--- src/inc/uisl_pkg.sv ---
// Package: register offsets, field positions, codes and timing for the interrupt/status block
package uisl_pkg;
    // ****************************************************************
    // Register map (byte addresses of the plain register port)
    // ****************************************************************
    localparam logic [3:0] UISL_OFF_LINE_STATE   = 4'h0;
    localparam logic [3:0] UISL_OFF_INT_MASK     = 4'h1;
    localparam logic [3:0] UISL_OFF_INT_SOURCE   = 4'h2;
    localparam logic [3:0] UISL_OFF_MODEM_STATUS = 4'h3;
    localparam logic [3:0] UISL_OFF_MODE         = 4'h4;
    localparam logic [3:0] UISL_OFF_TX_TRIGGER   = 4'h5;
    localparam logic [3:0] UISL_OFF_RX_TRIGGER   = 4'h6;
    localparam logic [3:0] UISL_OFF_CHAR_PERIOD  = 4'h7;

    // ****************************************************************
    // Mode register fields
    // ****************************************************************
    localparam int UISL_MODE_ENHANCED = 0;
    localparam int UISL_MODE_NINE_BIT = 1;
    localparam int UISL_MODE_ADDR_INT = 2;
    localparam int UISL_MODE_BYTE450  = 3;
    localparam int UISL_MODE_FIFO_EN  = 4;
    localparam int UISL_MODE_FLEX_TRG = 5;
    localparam int UISL_MODE_BIG_FIFO = 6;

    // ****************************************************************
    // Interrupt mask fields
    // ****************************************************************
    localparam int UISL_IE_RX_DATA  = 0;
    localparam int UISL_IE_TX_EMPTY = 1;
    localparam int UISL_IE_RX_STAT  = 2;
    localparam int UISL_IE_MODEM    = 3;
    localparam int UISL_IE_SLEEP    = 4;
    localparam int UISL_IE_SPECIAL  = 5;
    localparam int UISL_IE_RTS      = 6;
    localparam int UISL_IE_CTS      = 7;

    // ****************************************************************
    // Reset values
    // ****************************************************************
    localparam logic [7:0] UISL_RST_MASK     = 8'h00;
    localparam logic [7:0] UISL_RST_MODE     = 8'h00;
    localparam logic [7:0] UISL_RST_TX_TRG   = 8'h01;
    localparam logic [7:0] UISL_RST_RX_TRG   = 8'h01;
    localparam logic [15:0] UISL_RST_CHAR    = 16'h00c8;

    // ****************************************************************
    // Interrupt identification codes, bits [5:0]
    // ****************************************************************
    localparam logic [5:0] UISL_ID_NONE    = 6'h01;
    localparam logic [5:0] UISL_ID_RX_STAT = 6'h06;
    localparam logic [5:0] UISL_ID_RX_DATA = 6'h04;
    localparam logic [5:0] UISL_ID_TIMEOUT = 6'h0c;
    localparam logic [5:0] UISL_ID_TX_EMPT = 6'h02;
    localparam logic [5:0] UISL_ID_MODEM   = 6'h00;
    localparam logic [5:0] UISL_ID_SPECIAL = 6'h10;
    localparam logic [5:0] UISL_ID_FLOW    = 6'h20;

    // ****************************************************************
    // Timing
    // ****************************************************************
    localparam int UISL_TIMEOUT_CHARS = 4;
endpackage : uisl_pkg

--- src/logic/uisl_core.sv ---
// Interrupt, line status and sleep-entry logic of a single UART channel
`timescale 1ns/1ps
module uisl_core
    import uisl_pkg::*;
#(
    parameter int LEVEL_W = 8
) (
    input  wire logic               ref_clk,
    input  wire logic               rst_n,
    input  wire logic               clk_en,
    input  wire logic [3:0]         reg_addr,
    input  wire logic [15:0]        reg_wdata,
    input  wire logic               reg_wr,
    input  wire logic               reg_rd,
    output logic      [15:0]        reg_rdata,
    input  wire logic [LEVEL_W-1:0] receive_fill_level,
    input  wire logic [LEVEL_W-1:0] transmit_fill_level,
    input  wire logic               rx_store,
    input  wire logic               rx_store_err,
    input  wire logic               rx_head_valid,
    input  wire logic               rx_pop,
    input  wire logic               rx_head_parity,
    input  wire logic               rx_head_framing,
    input  wire logic               rx_head_break,
    input  wire logic               rx_head_addr,
    input  wire logic               rx_overrun,
    input  wire logic               rx_stop_centre,
    input  wire logic               rx_idle,
    input  wire logic               tx_shift_empty,
    input  wire logic               tx_idle,
    input  wire logic               serial_input,
    input  wire logic               serial_output,
    input  wire logic [3:0]         modem_delta,
    input  wire logic               cts_pin,
    input  wire logic               rts_pin,
    input  wire logic               special_match,
    output logic                    channel_irq,
    output logic                    sleep_active
);
    // ****************************************************************
    // Pin synchronisers
    // ****************************************************************
    logic [2:0] pin_meta;
    logic [2:0] pin_sync;
    logic [1:0] flow_prev;
    always_ff @(posedge ref_clk) begin
        if (!rst_n) begin
            pin_meta <= 3'h7;
            pin_sync <= 3'h7;
        end else if (clk_en) begin
            pin_meta <= {serial_input, cts_pin, rts_pin};
            pin_sync <= pin_meta;
        end
    end
    wire sin_high = pin_sync[2];

    // ****************************************************************
    // Software registers
    // ****************************************************************
    logic [7:0]  int_mask;
    logic [7:0]  mode;
    logic [7:0]  tx_trigger;
    logic [7:0]  rx_trigger;
    logic [15:0] char_period;

    function automatic logic hit(input logic [3:0] a, input logic [3:0] off);
        hit = (a == off);
    endfunction : hit

    wire wr_mask  = reg_wr && hit(reg_addr, UISL_OFF_INT_MASK);
    wire wr_mode  = reg_wr && hit(reg_addr, UISL_OFF_MODE);
    wire wr_ttrg  = reg_wr && hit(reg_addr, UISL_OFF_TX_TRIGGER);
    wire wr_rtrg  = reg_wr && hit(reg_addr, UISL_OFF_RX_TRIGGER);
    wire wr_char  = reg_wr && hit(reg_addr, UISL_OFF_CHAR_PERIOD);
    wire rd_line  = reg_rd && hit(reg_addr, UISL_OFF_LINE_STATE);
    wire rd_src   = reg_rd && hit(reg_addr, UISL_OFF_INT_SOURCE);
    wire rd_modem = reg_rd && hit(reg_addr, UISL_OFF_MODEM_STATUS);

    always_ff @(posedge ref_clk) begin
        if (!rst_n) begin
            int_mask    <= UISL_RST_MASK;
            mode        <= UISL_RST_MODE;
            tx_trigger  <= UISL_RST_TX_TRG;
            rx_trigger  <= UISL_RST_RX_TRG;
            char_period <= UISL_RST_CHAR;
        end else if (clk_en) begin
            if (wr_mask) int_mask <= reg_wdata[7:0];
            if (wr_mode) mode <= reg_wdata[7:0];
            if (wr_ttrg) tx_trigger <= reg_wdata[7:0];
            if (wr_rtrg) rx_trigger <= reg_wdata[7:0];
            if (wr_char) char_period <= reg_wdata;
        end
    end

    wire enhanced = mode[UISL_MODE_ENHANCED];
    wire nine_bit = mode[UISL_MODE_NINE_BIT];
    wire byte450  = mode[UISL_MODE_BYTE450];
    wire fifo_on  = mode[UISL_MODE_FIFO_EN];

    // ****************************************************************
    // Line status flags
    // ****************************************************************
    logic overrun_flag;
    logic err_summary;
    // Ninth bit takes the parity slot in nine-bit framing
    wire  parity_bit  = rx_head_valid && (nine_bit ? rx_head_addr : rx_head_parity);
    wire  framing_bit = rx_head_valid && rx_head_framing;
    wire  break_bit   = rx_head_valid && rx_head_break;
    wire  tx_fifo_empty = (transmit_fill_level == '0);
    wire  tx_all_idle   = tx_fifo_empty && tx_shift_empty && tx_idle;
    // An errored entry cannot set the summary while the byte450 mode bit is set
    wire  err_entry = rx_store && rx_store_err && !byte450;

    always_ff @(posedge ref_clk) begin
        if (!rst_n) begin
            overrun_flag <= 1'b0;
            err_summary  <= 1'b0;
        end else if (clk_en) begin
            // Set wins over the clearing read
            overrun_flag <= rx_overrun || (overrun_flag && !rd_line);
            err_summary  <= err_entry || (err_summary && !rd_line);
        end
    end

    wire [7:0] line_state_flags = {err_summary && !byte450,
                                   tx_all_idle,
                                   tx_fifo_empty,
                                   break_bit, framing_bit, parity_bit,
                                   overrun_flag, rx_head_valid};

    // ****************************************************************
    // Interrupt sources
    // ****************************************************************
    wire rx_err_any = overrun_flag || framing_bit || break_bit;
    wire lvl1_norm  = (rx_err_any || parity_bit) && int_mask[UISL_IE_RX_STAT];
    wire lvl1_nine  = (rx_err_any && int_mask[UISL_IE_MODEM])
                   || (parity_bit && mode[UISL_MODE_ADDR_INT]
                       && int_mask[UISL_IE_RX_STAT]);
    wire src_l1  = nine_bit ? lvl1_nine : lvl1_norm;
    wire src_l2a = (receive_fill_level > rx_trigger[LEVEL_W-1:0])
                   && int_mask[UISL_IE_RX_DATA];

    // Receive timeout counter runs in character periods
    logic [15:0] tick_cnt;
    logic [2:0]  char_cnt;
    logic        timeout_flag;
    logic        timing;
    always_ff @(posedge ref_clk) begin
        if (!rst_n) begin
            tick_cnt     <= '0;
            char_cnt     <= '0;
            timeout_flag <= 1'b0;
            timing       <= 1'b0;
        end else if (clk_en) begin
            if (rx_pop || rx_stop_centre || !rx_head_valid || !fifo_on) begin
                tick_cnt     <= '0;
                char_cnt     <= '0;
                timing       <= rx_head_valid && fifo_on;
                timeout_flag <= 1'b0;
            end else if (timing && !timeout_flag) begin
                if (tick_cnt + 16'h0001 >= char_period) begin
                    tick_cnt <= '0;
                    char_cnt <= char_cnt + 3'h1;
                    if (char_cnt == 3'(UISL_TIMEOUT_CHARS - 1)) timeout_flag <= 1'b1;
                end else begin
                    tick_cnt <= tick_cnt + 16'h0001;
                end
            end
        end
    end
    wire src_l2b = timeout_flag && int_mask[UISL_IE_RX_DATA];

    // Transmit empty: edge of falling below trigger sets a sticky flag
    wire       flex_zero  = mode[UISL_MODE_FLEX_TRG] && (tx_trigger == 8'h00);
    wire [7:0] eff_trg    = enhanced ? tx_trigger : 8'h01;
    wire       tx_low     = flex_zero ? (tx_all_idle && serial_output)
                                      : (transmit_fill_level < LEVEL_W'(eff_trg));
    logic tx_low_q;
    logic tx_pend;
    logic mdm_pend;
    logic l5_pend;
    logic [1:0] l6_pend;
    logic [5:0] id_code;
    // One pending bit per pin so each has its own mask
    wire  [1:0] flow_rise = pin_sync[1:0] & ~flow_prev;
    always_ff @(posedge ref_clk) begin
        if (!rst_n) begin
            tx_low_q  <= 1'b1;
            tx_pend   <= 1'b0;
            mdm_pend  <= 1'b0;
            l5_pend   <= 1'b0;
            l6_pend   <= 2'h0;
            flow_prev <= 2'h3;
        end else if (clk_en) begin
            tx_low_q  <= tx_low;
            flow_prev <= pin_sync[1:0];
            tx_pend   <= (tx_low && !tx_low_q)
                      || (tx_pend && tx_low && !(rd_src && id_code == UISL_ID_TX_EMPT));
            mdm_pend  <= (|modem_delta) || (mdm_pend && !rd_modem);
            l5_pend   <= (enhanced && special_match)
                      || (l5_pend && !(rd_src && id_code == UISL_ID_SPECIAL));
            l6_pend   <= flow_rise
                      | (l6_pend & {2{!(rd_src && id_code == UISL_ID_FLOW)}});
        end
    end
    wire src_l3 = tx_pend && int_mask[UISL_IE_TX_EMPTY];
    wire src_l4 = mdm_pend && int_mask[UISL_IE_MODEM];
    wire src_l5 = l5_pend && enhanced && int_mask[UISL_IE_SPECIAL];
    wire src_l6 = enhanced
                  && |(l6_pend & {int_mask[UISL_IE_CTS], int_mask[UISL_IE_RTS]});

    // ****************************************************************
    // Priority encoding
    // ****************************************************************
    always_comb begin
        if (src_l1)       id_code = UISL_ID_RX_STAT;
        else if (src_l2a) id_code = UISL_ID_RX_DATA;
        else if (src_l2b) id_code = UISL_ID_TIMEOUT;
        else if (src_l3)  id_code = UISL_ID_TX_EMPT;
        else if (src_l4)  id_code = UISL_ID_MODEM;
        else if (src_l5)  id_code = UISL_ID_SPECIAL;
        else if (src_l6)  id_code = UISL_ID_FLOW;
        else              id_code = UISL_ID_NONE;
    end
    // In 750 mode bit 5 shows fifo size instead of level six
    wire bit5 = enhanced ? id_code[5] : (mode[UISL_MODE_BIG_FIFO] && fifo_on);
    wire [7:0] interrupt_source_code = {2'b00, bit5, id_code[4:0]};
    wire       any_pending = !id_code[0];

    // ****************************************************************
    // Sleep
    // ****************************************************************
    wire sleep_req = enhanced ? int_mask[UISL_IE_SLEEP]
                              : (int_mask[UISL_IE_SLEEP] || int_mask[UISL_IE_SPECIAL]);
    // Recomputed every cycle so a failing condition wakes at once
    wire sleep_ok  = sleep_req && tx_all_idle && sin_high && rx_idle
                     && !rx_head_valid && !any_pending;
    always_ff @(posedge ref_clk) begin
        if (!rst_n) begin
            sleep_active <= 1'b0;
            channel_irq  <= 1'b0;
        end else if (clk_en) begin
            sleep_active <= sleep_ok;
            channel_irq  <= any_pending;
        end
    end

    // ****************************************************************
    // Read port
    // ****************************************************************
    wire [7:0] mask_view = {int_mask[7:6],
                            int_mask[5] && (enhanced || sleep_active || !int_mask[5]),
                            int_mask[4] && (enhanced ? 1'b1 : sleep_active) ,
                            int_mask[3:0]};
    // Non-enhanced sleep request bits read back as achieved state
    wire [7:0] mask_rd = enhanced ? {int_mask[7:5], int_mask[4] && sleep_active, int_mask[3:0]}
                                  : mask_view;
    logic [15:0] next_rdata;
    always_comb begin
        next_rdata = 16'h0000;
        unique case (reg_addr)
            UISL_OFF_LINE_STATE:   next_rdata = {8'h00, line_state_flags};
            UISL_OFF_INT_MASK:     next_rdata = {8'h00, mask_rd};
            UISL_OFF_INT_SOURCE:   next_rdata = {8'h00, interrupt_source_code};
            UISL_OFF_MODEM_STATUS: next_rdata = {12'h000, modem_delta};
            UISL_OFF_MODE:         next_rdata = {8'h00, mode};
            UISL_OFF_TX_TRIGGER:   next_rdata = {8'h00, tx_trigger};
            UISL_OFF_RX_TRIGGER:   next_rdata = {8'h00, rx_trigger};
            UISL_OFF_CHAR_PERIOD:  next_rdata = char_period;
            default:               next_rdata = 16'h0000;
        endcase
    end
    always_ff @(posedge ref_clk) begin
        if (!rst_n) reg_rdata <= 16'h0000;
        else if (clk_en) reg_rdata <= reg_rd ? next_rdata : 16'h0000;
    end
endmodule : uisl_core

--- config.mk ---
export PLATFORM = sky130hd
export DESIGN_NAME = uisl_core
export DESIGN_NICKNAME = d
export VERILOG_FILES = /design/src/inc/uisl_pkg.sv /design/src/logic/uisl_core.sv
export SDC_FILE = /design/constraint.sdc
export NUM_CORES = 1
export LEC_CHECK = 0
export BUFFER_PORTS_ARGS = -buffer_cell sky130_fd_sc_hd__buf_2
export CORE_ASPECT_RATIO = 1.1
export CORE_MARGIN = 5
export CORE_UTILIZATION = 35
export DETAILED_ROUTE_END_ITERATION = 10
export PLACE_DENSITY = 0.54
export SYNTH_ARGS = -nofsm -noshare
export SYNTH_HDL_FRONTEND = slang
export SYNTH_SLANG_ARGS = --single-unit
--- constraint.sdc ---
create_clock -name ref_clk -period 3.2 [get_ports ref_clk]
set_clock_uncertainty 0.1 [all_clocks]
set_input_delay 0.64 -clock ref_clk [delete_from_list [all_inputs] [get_ports ref_clk]]
set_output_delay 0.64 -clock ref_clk [all_outputs]
set_load 0.01 [all_outputs]
==> impl_metrics.yaml <==
placement:
  portBuffers: 80
  dpl.hpwl_mm: 13.81
  dp.cells: 992
  place.gp.congestion: 0.8921
timing:
  fmax_mhz: 322.5
  slew_viol_final: 0
  tightestPinTransition_ps: 822.7
  hold_violations: 0
  holdWs_ps: 373.8
  period_needed_ps: 3100
  slew_headroom: 0.4507
  finalCritPeriodShare: 0.9689
  finalSetupViolCount: 0
global_route:
  grt_first_pass_wirelength_mm: 28.84
  antenna_found_initial: 0
  grt_pass1_vias: 5672
  grt_start_max_net_pins: 45
  gr-total-overflow: 0
  grtUsageTotal: 0.1889
pwr:
  power.leakage_nw: 2.806
  peakVddDrop_v: 0.0002408
  p_per_area_nw_per_um2: 392.1
clock_network:
  cts_buffers: 9
  clk_pin_slew_worst_paths_ps: 70
  cts_hold_buf: 0
  cts_tree: "done"
  h-tree-depth: 3
  cts.sinks: 103
  clock_path_buffers: 2
  clk_latency_ps: 360
  cts_root_buffer: "clkbuf_16"
worst_setup_path:
  worstReg2RegEnd: "char_cnt[2]"
  crit_fanout: 4
  regToRegSetupSlack_ps: 100
  arrival_ps: 3280
  cp-start-kind: "flip-flop"
  r2r-start: "tick_cnt[8]"
  r2r_cells: 13
  critPathKind: "reg -> reg"
  crit_path_cell_trace: "and4_1, and3_4, or4b_4, xnor2_4, ha_4, a21oi_2, o21ai_0, or3_4, a21oi_4, buf_4, buf_6, or4_4, o22ai_1"
  slowest_delay_ps: 500
  crit_path_top_delay_cell: "or4b_4"
  critical_path_required_ps: 3380
  setup.worst_path.end_class: "flip-flop"
route:
  drt_iter0_markers: 301
  dr_total_vias: 5548
  routed_via_density: 5.477
  drt_wl_total_mm: 18.15
  drc: 0
  wl_per_cell_um: 17.92
  antenna_left: 0
  firstDrtPassIters: 5
finish:
  instances_no_fill: 1013
  diodes: 0
  fin_nets: 901
  fin_util: 0.4345
  syn_to_final_growth_pct: 23.46
  layout-drive-gt1-share: 0.2126
floorplan:
  io_pins: 81
  initial_core_util: 0.3520
  die_w_um: 131.6
  die_area_um2: 18930
  fp-row-count: 49
  die_h_um: 143.8
  coreArea_um2: 16190
flow_run:
  max-cap-violations: 0
worst_hold_path:
  hold_start: "pin_sync[2]"
  holdPathEnd: "pin_sync[2]"
  hold_path.class: "reg -> reg"
  min_path_cells: 2
synth:
  synth-edff-count: 0
  yosysWarningCount: 0
  yosysTopAreaCellShare: 0.3620
  ys_seq_area_frac: 0.3620
  postSynthAreaPerCell_um2: 8.150
  synth_area_um2: 5697
  netlist_instances: 699
  synth.largest_area_cell: "dfxtp_1"
  syn_nets: 796
  ys.flop_type: "dfxtp_1"
  async_reset_ff_frac: 0
  synth_area_leaders: "dfxtp_1, ha_1, mux2i_1, nand2_1, a21oi_1"
  yosys.cell_types.count: 58
  ys_seq_elements: 103
status:
  status: "complete, no violations"
## flip-flops by register name, indices dropped and copies added (netlist names), 2 cells and up
register	count
mode	8
flow_prev	2
reg_rdata	16
tx_trigger	8
l6_pend	2
rx_trigger	8
tick_cnt	16
int_mask	8
pin_sync	3
char_cnt	3
pin_meta	3
char_period	16
## worst max-delay path by stage
stage,endpoint,slack [ps],startpoint
CTS,char_cnt[2],20,tick_cnt[9]
detailed placement,tick_cnt[5],-170,tick_cnt[9]
finish,char_cnt[2],100,tick_cnt[8]
global placement,tick_cnt[5],-100,tick_cnt[9]
floorplan,tick_cnt[5],8,tick_cnt[7]
global route,tick_cnt[1],-10,tick_cnt[2]
## cell usage after synthesis (all sizes together) (7+ instances only)
library cell	count
o211ai	8
o21ai	29
o21a	7
nand2b	11
inv	41
a31oi	14
xnor2	8
a22oi	9
nand2	90
nand3	29
a21oi	51
nor2b	21
ha	34
nand4	12
nor2	60
o22ai	13
and3	7
nor3	13
dfxtp	103
mux2i	41
clkbuf	23
buf	9
## cells by family after synthesis
kind of cell             count (synthesis)  synth area share
AND/OR/NAND/NOR                        273            0.2328
flip-flops                             103            0.3620
XOR/XNOR                                12           0.01845
multiplexers                            45           0.08390
adder cells (fa/ha/maj)                 34           0.07468
AO/OA/AOI/OAI                          159            0.1777
buffers and inverters                   73           0.05052
## layout make-up
cell class	instances	area [µm²]
clock buffer	11	242.7
sequential	103	2062
clock inverter	5	81.33
fill	1671	9153
timing repair buffer	126	757.0
tap	204	255.2
inverter	41	153.9
multi-input combinational	523	3481
## metal layers
metal / GRT usage / up-vias / wire length [µm]
li1: - / 2712 / -
met1: 0.2207 / 2643 / 7649
met2: 0.3366 / 153 / 9068
met3: 0.03361 / 40 / 791
met4: 0.09042 / 0 / 642
met5: 0 / - / 0
## cell usage in the layout, fill, tap and decap left out, types with 21 or more instances in the layout
master   instances
inv_1           40
nand2_1         90
o21ai_0         27
nor2b_1         21
nand3_1         27
ha_1            32
nor2_1          58
mux2i_1         41
a21oi_1         47
buf_4           43
dfxtp_1        103
buf_2           80
## worst max-delay path, delay by kind of cell (launching register included)
| kind | cells | cell delay, ps |
|---|---|---|
| xor gates and xnor gates | 1 | 160 |
| and+or+nand+nor | 5 | 1480 |
| buffers and inverters | 2 | 280 |
| DFF | 1 | 330 |
| adders and majority gates | 1 | 290 |
| AOI/OAI and AO/OA | 4 | 370 |
## where the power goes
| part | internal [mW] | total (mW) | switching, mW |
|---|---|---|---|
| clock | 0.708 | 1.21 | 0.507 |
| combinational | 0.0909 | 0.234 | 0.143 |
| sequential | 1.30 | 1.31 | 0.0119 |
## per-stage QoR
stage / setup WS (ps) / instance area [µm²] / power (mW) / TNS, ps
global route: -12.66 / 7033 / 2.851 / -29.38
global placement: -95.67 / 6544 / 1.564 / -720.6
floorplan: 7.502 / 5714 / 1.463 / 0
finish: 99.68 / 7033 / 2.758 / 0
CTS: 17.84 / 6915 / 2.784 / 0
detailed placement: -171.3 / 6544 / 1.570 / -2259
## what timing repair did
item | CTS | global route
pin swaps | 1 | 5
setup endpoints to repair | 20 | 19
resized for setup | 8 | 19
setup buffers | 2 | 3
cloned | 0 | 0
No activity file was read; power rests on OpenSTA's default activity.
